<file path="src/design/shr_cfg.svh">
// constants of the sensor host register port
// assumes a 100 MHz ref_clk_i; serial pins are asynchronous to it
`ifndef SHR_CFG_SVH
`define SHR_CFG_SVH
`define SHR_FIFO_ADDR 15'h0040
`define SHR_FIFO_PRE 15'h003F
`define SHR_LAST_ADDR 15'h0277
`define SHR_SHORT_PAD 8'h00
`define SHR_I2C_DEV 7'h24
`define SHR_SEQ_MAX 4'hF
`define SHR_INT_W 16
`define SHR_NSTAT 6
`define SHR_BIT_LAST 4'h7
`define SHR_BIT_ACK 4'h8
`define SHR_CNT_ONE 4'h1
`endif

</file>
<file path="src/design/shr_pkg.sv">
// types of the sensor host register port
// used by shr_port together with shr_cfg.svh
`include "shr_cfg.svh"
package shr_pkg;
  typedef enum logic [2:0] {
    I_IDLE = 3'h0, I_DEV = 3'h1, I_ACK = 3'h3, I_RX = 3'h2,
    I_TX = 3'h6, I_MACK = 3'h7
  } shr_i2c_e;
  typedef enum logic [1:0] {
    PH_A0 = 2'h0, PH_A1 = 2'h1, PH_DATA = 2'h3
  } shr_ph_e;
  typedef struct packed {
    logic [3:0] s1, s2, s3;
    shr_i2c_e ist;
    shr_ph_e ph;
    logic [3:0] cnt;
    logic [7:0] sh, tx, wbuf;
    logic rd, whalf, rhalf, ackon, ld, inc, we, pop, miso, oen;
    logic [14:0] addr;
    logic [15:0] wdata;
    logic [3:0] seq;
    logic [5:0] pend;
    logic [47:0] snap;
    logic prdy, ov, skv, ix, iy;
    logic [7:0] od, skd;
    logic [3:0] gp;
  } shr_st_s;
endpackage

</file>
<file path="src/design/shr_port.sv">
// host register port: spi or i2c slave, status bytes, interrupt pins
// assumes register file and fifo on ref_clk_i answer combinationally
//
// Notes on behaviour
// [RULE1] set selection bits append status bytes per packet
// [RULE2] 4-bit sequence counter wraps after 15
// [RULE3] summary byte: any flags, sequence counter
// [RULE4] bytes 1, 2 carry data-update flags
// [RULE5] byte 3 carries level-0 flags A..H
// [RULE6] byte 4 level-1 flags; increasing order
// [RULE7] byte 5 carries upper level flags
// [RULE8] two interrupt outputs, any of four pins
// [RULE9] separate x and y enables per bit
// [RULE10] interrupt is or of enabled status bits
// [RULE11] sequence bits may appear on pins
// [RULE12] serial ports run from host clock only; here the host clock is sampled on ref_clk_i to find its edges
// [RULE13] host waits for power-on reset release
// [RULE14] 16-bit registers, 15-bit address, fifo address
// [RULE15] auto-increment except fifo, below, last address
// [RULE16] fifo address reads return successive bytes
// [RULE17] spi write commits only whole 16 bits
// [RULE18] spi burst write advances address per word
// [RULE19] spi read shifts msb first, continues
// [RULE20] host reads fifo byte by byte
// [RULE21] i2c slave; first address bit picks length
// [RULE22] short address only up to 0x007F
// [RULE23] i2c write acks, commits pairs, increments
// [RULE24] i2c read: ack, then bytes while acked
// [RULE25] host ends read with nack and stop
`timescale 1ns/100ps
module shr_port
  import shr_pkg::*;
(
  input wire logic ref_clk_i,
  input wire logic rstn_i,
  input wire logic mode_i2c_i,
  input wire logic spi_sclk_i,
  input wire logic spi_csn_n_i,
  input wire logic spi_mosi_i,
  output logic spi_miso_o,
  input wire logic i2c_scl_i,
  input wire logic i2c_sda_i,
  output logic i2c_sda_o,
  output logic i2c_sda_oe_n_o,
  output logic [14:0] reg_addr_o,
  output logic [15:0] reg_wdata_o,
  output logic reg_we_o,
  input wire logic [15:0] reg_rdata_i,
  input wire logic [7:0] fifo_byte_i,
  output logic fifo_pop_o,
  input wire logic seq_step_i,
  input wire logic packet_end_i,
  output logic pkt_ready_o,
  input wire logic [5:0] status_sel_i,
  input wire logic [11:0] data_flag_i,
  input wire logic [11:0] threshold0_flag_i,
  input wire logic [11:0] threshold1_flag_i,
  output logic [7:0] stat_data_o,
  output logic stat_valid_o,
  input wire logic stat_ready_i,
  input wire logic [`SHR_INT_W-1:0] int_status_i,
  input wire logic [`SHR_INT_W-1:0] int_x_en_i,
  input wire logic [`SHR_INT_W-1:0] int_y_en_i,
  input wire logic int_x_route_i,
  input wire logic [1:0] int_x_pin_i,
  input wire logic int_y_route_i,
  input wire logic [1:0] int_y_pin_i,
  input wire logic seq_on_pins_i,
  output logic int_x_o,
  output logic int_y_o,
  output logic [3:0] general_pin_o
);
  shr_st_s s_ff;
  shr_st_s nxt_s;
  logic c, cp, d, dp, csn, i2c, rise, fall;

  // edges found by sampling the host clock on the local ref_clk_i through synchroniser flops
  assign c = s_ff.s2[0]; // [RULE12]
  assign cp = s_ff.s3[0];
  assign d = s_ff.s2[1];
  assign dp = s_ff.s3[1];
  assign csn = s_ff.s2[2];
  assign i2c = s_ff.s2[3];
  assign rise = c & ~cp;
  assign fall = ~c & cp;

  function automatic logic [14:0] adv(input logic [14:0] a);
    if (a == `SHR_FIFO_ADDR || a == `SHR_FIFO_PRE || a == `SHR_LAST_ADDR)
      return a; // [RULE15]
    return a + 15'h1;
  endfunction

  always_comb
  begin
    logic bev;
    logic found;
    logic [7:0] bval;
    logic [7:0] pb;
    nxt_s = s_ff;
    bev = 1'b0;
    found = 1'b0;
    bval = s_ff.sh;
    pb = '0;
    nxt_s.we = 1'b0;
    nxt_s.pop = 1'b0;
    nxt_s.ld = 1'b0;
    nxt_s.inc = 1'b0;
    nxt_s.s1 = {mode_i2c_i, spi_csn_n_i,
      mode_i2c_i ? i2c_sda_i : spi_mosi_i,
      mode_i2c_i ? i2c_scl_i : spi_sclk_i};
    nxt_s.s2 = s_ff.s1;
    nxt_s.s3 = s_ff.s2;
    // increment one cycle late so a write strobe shows its own address
    if (s_ff.inc)
      nxt_s.addr = adv(s_ff.addr); // [RULE15]
    if (s_ff.ld)
    begin
      if (s_ff.addr == `SHR_FIFO_ADDR)
      begin
        pb = fifo_byte_i; // [RULE16]
        nxt_s.pop = 1'b1;
      end
      else
      begin
        pb = s_ff.rhalf ? reg_rdata_i[7:0] : reg_rdata_i[15:8]; // [RULE14]
        nxt_s.inc = s_ff.rhalf;
        nxt_s.rhalf = ~s_ff.rhalf;
      end
      nxt_s.tx = pb;
      if (i2c)
      begin
        nxt_s.oen = pb[7]; // [RULE24]
        nxt_s.cnt = `SHR_CNT_ONE;
      end
    end
    if (!i2c)
    begin
      nxt_s.oen = 1'b1;
      nxt_s.ist = I_IDLE;
      if (csn)
      begin
        nxt_s.ph = PH_A0;
        nxt_s.cnt = '0;
        nxt_s.whalf = 1'b0; // [RULE17]
        nxt_s.rhalf = 1'b0;
      end
      else
      begin
        if (rise)
        begin
          nxt_s.sh = {s_ff.sh[6:0], d};
          nxt_s.cnt = s_ff.cnt + `SHR_CNT_ONE;
          if (s_ff.cnt == `SHR_BIT_LAST)
          begin
            bev = 1'b1;
            bval = nxt_s.sh;
            nxt_s.cnt = '0;
          end
        end
        if (fall && s_ff.ph == PH_DATA && s_ff.rd)
          nxt_s.miso = s_ff.tx[3'(`SHR_BIT_LAST - s_ff.cnt)]; // [RULE19]
      end
    end
    else if (c && cp && dp && !d)
    begin
      nxt_s.ist = I_DEV;
      nxt_s.cnt = '0;
      nxt_s.oen = 1'b1;
    end
    else if (c && cp && !dp && d)
    begin
      nxt_s.ist = I_IDLE;
      nxt_s.oen = 1'b1; // [RULE25]
      nxt_s.ph = PH_A0;
      nxt_s.whalf = 1'b0;
      nxt_s.rhalf = 1'b0;
    end
    else
    begin
      case (s_ff.ist)
        I_DEV, I_RX:
          if (rise)
          begin
            nxt_s.sh = {s_ff.sh[6:0], d};
            nxt_s.cnt = s_ff.cnt + `SHR_CNT_ONE;
            if (s_ff.cnt == `SHR_BIT_LAST)
            begin
              nxt_s.ackon = 1'b0;
              nxt_s.ist = I_ACK;
              if (s_ff.ist == I_RX)
              begin
                bev = 1'b1;
                bval = nxt_s.sh;
              end
              else if (nxt_s.sh[7:1] == `SHR_I2C_DEV)
              begin
                nxt_s.rd = nxt_s.sh[0]; // [RULE24]
                if (!nxt_s.sh[0])
                  nxt_s.ph = PH_A0;
              end
              else
                nxt_s.ist = I_IDLE;
            end
          end
        I_ACK:
          if (fall)
          begin
            if (!s_ff.ackon)
            begin
              nxt_s.oen = 1'b0; // [RULE23]
              nxt_s.ackon = 1'b1;
            end
            else
            begin
              nxt_s.oen = 1'b1;
              nxt_s.ackon = 1'b0;
              nxt_s.cnt = '0;
              nxt_s.ist = s_ff.rd ? I_TX : I_RX;
              nxt_s.ld = s_ff.rd;
            end
          end
        I_TX:
          if (fall && s_ff.cnt != '0)
          begin
            if (s_ff.cnt == `SHR_BIT_ACK)
            begin
              nxt_s.oen = 1'b1;
              nxt_s.ist = I_MACK;
            end
            else
            begin
              nxt_s.oen = s_ff.tx[3'(`SHR_BIT_LAST - s_ff.cnt)];
              nxt_s.cnt = s_ff.cnt + `SHR_CNT_ONE;
            end
          end
        I_MACK:
          if (rise)
          begin
            if (d)
              nxt_s.ist = I_IDLE; // [RULE25]
            else
              nxt_s.ackon = 1'b1;
          end
          else if (fall && s_ff.ackon)
          begin
            nxt_s.ackon = 1'b0;
            nxt_s.ist = I_TX; // [RULE24]
            nxt_s.cnt = '0;
            nxt_s.ld = 1'b1;
          end
        default:
          nxt_s.ist = I_IDLE;
      endcase
    end
    if (bev)
    begin
      case (s_ff.ph)
        PH_A0:
        begin
          nxt_s.rhalf = 1'b0;
          nxt_s.whalf = 1'b0;
          if (i2c && !bval[7])
          begin
            nxt_s.addr = {`SHR_SHORT_PAD, bval[6:0]}; // [RULE21]
            nxt_s.ph = PH_DATA;
          end
          else
          begin
            if (i2c)
              nxt_s.addr[14:8] = bval[6:0]; // [RULE21]
            else
              nxt_s.addr[14:7] = bval;
            nxt_s.ph = PH_A1;
          end
        end
        PH_A1:
        begin
          nxt_s.ph = PH_DATA;
          if (i2c)
            nxt_s.addr[7:0] = bval;
          else
          begin
            nxt_s.addr[6:0] = bval[7:1]; // [RULE17]
            nxt_s.rd = ~bval[0];
            nxt_s.ld = ~bval[0]; // [RULE19]
          end
        end
        default:
          if (s_ff.rd)
            nxt_s.ld = 1'b1; // [RULE19]
          else if (!s_ff.whalf)
          begin
            nxt_s.wbuf = bval;
            nxt_s.whalf = 1'b1;
          end
          else
          begin
            nxt_s.wdata = {s_ff.wbuf, bval}; // [RULE23]
            nxt_s.we = 1'b1; // [RULE17]
            nxt_s.whalf = 1'b0;
            nxt_s.inc = 1'b1; // [RULE18]
          end
      endcase
    end
    if (seq_step_i)
      nxt_s.seq = s_ff.seq + `SHR_CNT_ONE; // [RULE2]
    if (s_ff.ov && stat_ready_i)
    begin
      nxt_s.ov = s_ff.skv;
      nxt_s.od = s_ff.skd;
      nxt_s.skv = 1'b0;
    end
    // a packet end while bytes are pending is dropped; see pkt_ready_o
    if (packet_end_i && s_ff.pend == '0)
    begin
      nxt_s.snap = {threshold1_flag_i[11:8], threshold0_flag_i[11:8], // [RULE7]
        threshold1_flag_i[7:0], // [RULE6]
        threshold0_flag_i[7:0], // [RULE5]
        4'h0, data_flag_i[11:8], data_flag_i[7:0], // [RULE4]
        2'b00, |threshold1_flag_i, |threshold0_flag_i, s_ff.seq}; // [RULE3]
      nxt_s.pend = status_sel_i; // [RULE1]
    end
    else if (s_ff.pend != '0 && !s_ff.skv)
    begin
      // lowest pending byte first keeps increasing byte order
      for (int i = 0; i < `SHR_NSTAT; i++)
      begin
        if (s_ff.pend[i] && !found)
        begin
          found = 1'b1;
          pb = s_ff.snap[8*i +: 8]; // [RULE6]
          nxt_s.pend[i] = 1'b0;
        end
      end
      if (!nxt_s.ov)
      begin
        nxt_s.ov = 1'b1;
        nxt_s.od = pb;
      end
      else
      begin
        nxt_s.skv = 1'b1;
        nxt_s.skd = pb;
      end
    end
    nxt_s.prdy = (nxt_s.pend == '0);
    nxt_s.ix = |(int_status_i & int_x_en_i); // [RULE9] [RULE10]
    nxt_s.iy = |(int_status_i & int_y_en_i); // [RULE10]
    for (int p = 0; p < 4; p++)
    begin
      if (int_x_route_i && int_x_pin_i == 2'(p))
        nxt_s.gp[p] = s_ff.ix; // [RULE8]
      else if (int_y_route_i && int_y_pin_i == 2'(p))
        nxt_s.gp[p] = s_ff.iy; // [RULE8]
      else
        nxt_s.gp[p] = seq_on_pins_i & s_ff.seq[p]; // [RULE11]
    end
  end

  always_ff @(posedge ref_clk_i or negedge rstn_i)
  begin
    if (!rstn_i)
    begin
      s_ff <= '0;
      s_ff.oen <= 1'b1;
      s_ff.prdy <= 1'b1;
    end
    else
      s_ff <= nxt_s;
  end

  assign spi_miso_o = s_ff.miso;
  assign i2c_sda_o = 1'b0;
  assign i2c_sda_oe_n_o = s_ff.oen;
  assign reg_addr_o = s_ff.addr;
  assign reg_wdata_o = s_ff.wdata;
  assign reg_we_o = s_ff.we;
  assign fifo_pop_o = s_ff.pop;
  assign pkt_ready_o = s_ff.prdy;
  assign stat_data_o = s_ff.od;
  assign stat_valid_o = s_ff.ov;
  assign int_x_o = s_ff.ix;
  assign int_y_o = s_ff.iy;
  assign general_pin_o = s_ff.gp;
endmodule

</file>
<file path="config.mk">
export PLATFORM = sky130hd
export DESIGN_NAME = shr_port
export DESIGN_NICKNAME = d
export VERILOG_FILES = /design/src/design/shr_pkg.sv /design/src/design/shr_port.sv
export VERILOG_INCLUDE_DIRS = /design/src /design/src/design
export SDC_FILE = /design/constraint.sdc
export NUM_CORES = 1
export LEC_CHECK = 0
export BUFFER_PORTS_ARGS = -buffer_cell sky130_fd_sc_hd__buf_2
export CAP_MARGIN = 20
export CORE_MARGIN = 2
export CORE_UTILIZATION = 60
export DETAILED_ROUTE_END_ITERATION = 10
export PLACE_DENSITY = 0.95
export SYNTH_ARGS = -nofsm -noshare
export SYNTH_HDL_FRONTEND = slang
export SYNTH_SLANG_ARGS = --single-unit
</file>
<file path="constraint.sdc">
create_clock -name ref_clk_i -period 4.4 [get_ports ref_clk_i]
set_input_delay 0.22 -clock ref_clk_i [delete_from_list [all_inputs] [get_ports ref_clk_i]]
set_output_delay 0.22 -clock ref_clk_i [all_outputs]
set_load 0.05 [all_outputs]
</file>
==> metrics.md <==
| Metric | Value |
|---|---|
| Most common cell after layout, fill and taps aside | `buf_2` |
| Clk_lat worst skew | `around 0.44 ns` |
| Port Buffers | `between 150 and 200` |
| Reg2reg setup slack | `between 1 and 1.5 ns` |
| Commonest cells after routing, fill and taps aside | `buf_2, dfrtp_1, nand2_1` |
| Family with the most delay on the worst path | `simple AND/OR/NAND/NOR gates` |
| Pint | `3.509 mW` |
| GR Overflow Total | `0` |
| Fillcell total | `around 920` |
| RSZ-0062 raised after global routing | `no` |
| Final Wtd Congestion | `between 0.9 and 1` |
| Sequential Power Share | `0.395` |
| Endpoints failing hold | `0` |
| Yosys cell types | `79` |
| CTS Buf Count | `17` |
| Min-Delay Path Class | `in2reg` |
| Critical path, cell by cell | `inv_1 -> ha_1 -> nor4bb_1 -> nand4_1 -> mux2i_1 -> o21ai_0 -> a21oi_1 -> a21oi_1` |
| Iteration count of the initial detailed-routing pass | `5` |
| Post-synth EDFFs | `0` |
| DP HPWL | `17530 µm` |
| Die height | `approximately 130 µm` |
| Vias in the first global route | `approximately 8000` |
| Routed Antenna Nets | `0` |
| Final wirelength | `~25000 µm` |
| Core area | `~15000 µm²` |
| Critical Path Sink | `s_ff[6]` |
| Req. time, crit path | `between 4 and 5 ns` |
| Max Cap Violations | `0` |
| Status | `finished, final reports clean` |
| Mapped Cells | `893` |
| # diodes | `0` |
| CTS H-tree depth | `4` |
| Largest net degree at the start of global routing | `67` |
| Static Leak | `4.899 nW` |
| Sw frac | `0.3753` |
| Sink Count | `161` |
| Final Setup Violations | `0` |
| DR iter-0 viols | `between 900 and 1000` |
| Max VDD drop | `roughly 0.44 mV` |
| Post-synth ARST share | `1.000` |
| Initial core utilization | `0.6184` |
| Worst-case reg-to-reg path depth | `8` |
| First-pass GRT wire length | `40750 µm` |
| Drc violations | `0` |
| Slowest stage delay, CP | `~0.8 ns` |
| Seq cells post-synth | `about 160` |
| Chip width | `126.6 µm` |
| Clk slew on worst S/H paths | `about 0.07 ns` |
| Initial antenna violation count | `0` |
| DR vias/cell | `around 6.5` |
| Startpoint class of the critical path | `register` |
| Rel. slew slack | `0.3514` |
| Most frequent CP cell | `a21oi_1` |
| Critical path depth | `8` |
| CP Capture Type | `register` |
| Area growth syn-to-layout | `14.15%` |
| P_sw | `2.109 mW` |
| Total Routing Usage GR | `0.3222` |
| Syn Nets | `between 1000 and 1500` |
| Final Skew | `a little over 0.009 ns` |
| Hold_ws | `0.009373 ns` |
| Worst hold stages | `3` |
| Worst reg2reg path endpoint | `s_ff[6]` |
| Reg2reg start | `reg_addr_o[0]` |
| Post-synthesis sequential area ratio | `0.4469` |
| Setup TNS | `0 ns` |
| Crit Path Class | `reg2reg` |
| Worst-Margin Slew | `between 0.9 and 1 ns` |
| Arrival @ worst endpoint | `about 3.4 ns` |
| Cts repair resizes | `0` |
| Nets | `roughly 1100` |
| DIE AREA | `approximately 16000 µm²` |
| Fin crit period | `between 3 and 4 ns` |
| Vias | `roughly 7900` |
| Mapped Area | `approximately 9000 µm²` |
| F_max | `around 320 MHz` |
| Final worst path period share | `0.7156` |
| Dominant synthesized flop cell | `dfrtp_1` |
| CTS tree | `built` |
| Clock power frac | `0.275` |
| CP bufs+invs | `1` |
| Clk buf depth | `2` |
| CTS root buf | `clkbuf_16` |
| Combinational share of power | `0.330` |
| Pwr dens | `~550 nW/µm²` |
| Synth warn | `0` |
| CP max-delay cell | `nand4_1` |
| Final slew viol count | `0` |
| Average wire per standard cell | `about 21 µm` |
| Row cnt | `44` |
| Worst setup startpoint | `reg_addr_o[0]` |
| Synthesized area per cell | `roughly 10 µm²` |
| # IOs | `184` |
| Layout cells sized above 1 | `0.3281` |
| Worst-path fanout max | `11` |
cell type report:
cell class	count	area, µm²	area share
well taps	184	230.2	0.02236
clock inverters	12	148.9	0.01446
inverters	27	101.3	0.009842
multi-input cells	614	4314	0.4190
clock buffers	20	466.7	0.04532
repair buffers	190	1005	0.09757
flip-flops and latches	161	4031	0.3915
timing repair:
item,in CTS,in global routing
hold buffers,3,0
endpoints found under the hold margin,65,0
setup buffers,0,0
per-stage QoR:
stage | total power [mW] | util | std cells | setup WS [ns] | instance area (µm²)
floorplan | 3.512 | - | 893 | 2.253 | 9021
global placement | 3.853 | 0.6592 | 1171 | 1.482 | 9617
detailed placement | 3.943 | 0.6592 | 1171 | 1.428 | 9617
CTS | 5.526 | 0.7034 | 1206 | 1.381 | 10260
global route | 5.847 | 0.7058 | 1208 | 1.020 | 10300
finish | 5.618 | 0.7058 | 1208 | 1.251 | 10300
cell families (layout without fill, tap and decap cells):
logic type               Yosys count  in the layout  synth area share
AND/OR/NAND/NOR                  269            269            0.1551
adder cells (fa/ha/maj)            6              6          0.008322
AO/OA/AOI/OAI                    202            202            0.1508
flip-flops                       161            161            0.4469
XOR/XNOR                          17             17           0.01651
other                              1              1         0.0004157
multiplexers                     119            119            0.1470
buffers and inverters            118            249           0.07503
Yosys cell counts (12+ instances only):
master      n  area (µm²)
dfrtp_1   159        3979
nand2_1   105       394.1
mux2_2     88       991.0
o21ai_0    64       320.3
buf_4      50       375.4
nor2_1     38       142.6
a21oi_1    30       150.1
mux2i_1    29       290.3
inv_1      27       101.4
clkbuf_1   23       86.33
nand3_1    17       85.08
nand4_1    17       106.4
buf_2      15       75.07
a221oi_1   13       113.9
nor3_1     12       60.06
o21a_1     12       90.09
how the worst min path moves through the flow:
stage	startpoint	endpoint
floorplan	rstn_i	c
global placement	rstn_i	fifo_pop_o
detailed placement	rstn_i	s_ff[33]
CTS	status_sel_i[1]	s_ff[74]
global route	status_sel_i[3]	s_ff[76]
finish	status_sel_i[1]	s_ff[74]
per-layer routing:
metal / share of wire / global-route usage
met1: 0.37 / 0.3835
met2: 0.49 / 0.5414
met3: 0.082 / 0.07128
met4: 0.059 / 0.1829
met5: 0 / 0
power by group through the flow:
stage / logic, mW / registers (mW) / clock network (mW)
after floorplan: 1.48 / 2.03 / 0
after global placement: 1.66 / 2.19 / 0
after detailed placement: 1.74 / 2.21 / 0
after CTS: 1.79 / 2.19 / 1.54
after global routing: 1.99 / 2.25 / 1.61
final: 1.86 / 2.22 / 1.54
state kept, by name, indices dropped and copies added, names as in the netlist, 4 cells and up:
register and cells:
nxt_s 4, reg_addr_o 15, stat_data_o 8, reg_wdata_o 16
general_pin_o 4, s_ff 100
worst register-to-register path, stage by stage (launching register included):
cell and delay [ns]:
dfrtp_1 0.44, inv_1 0.12, ha_1 0.14, nor4bb_1 0.30, nand4_1 0.81, mux2i_1 0.60, o21ai_0 0.23, a21oi_1 0.26
a21oi_1 0.11
Note: power is estimated with default switching activity, not from simulation.
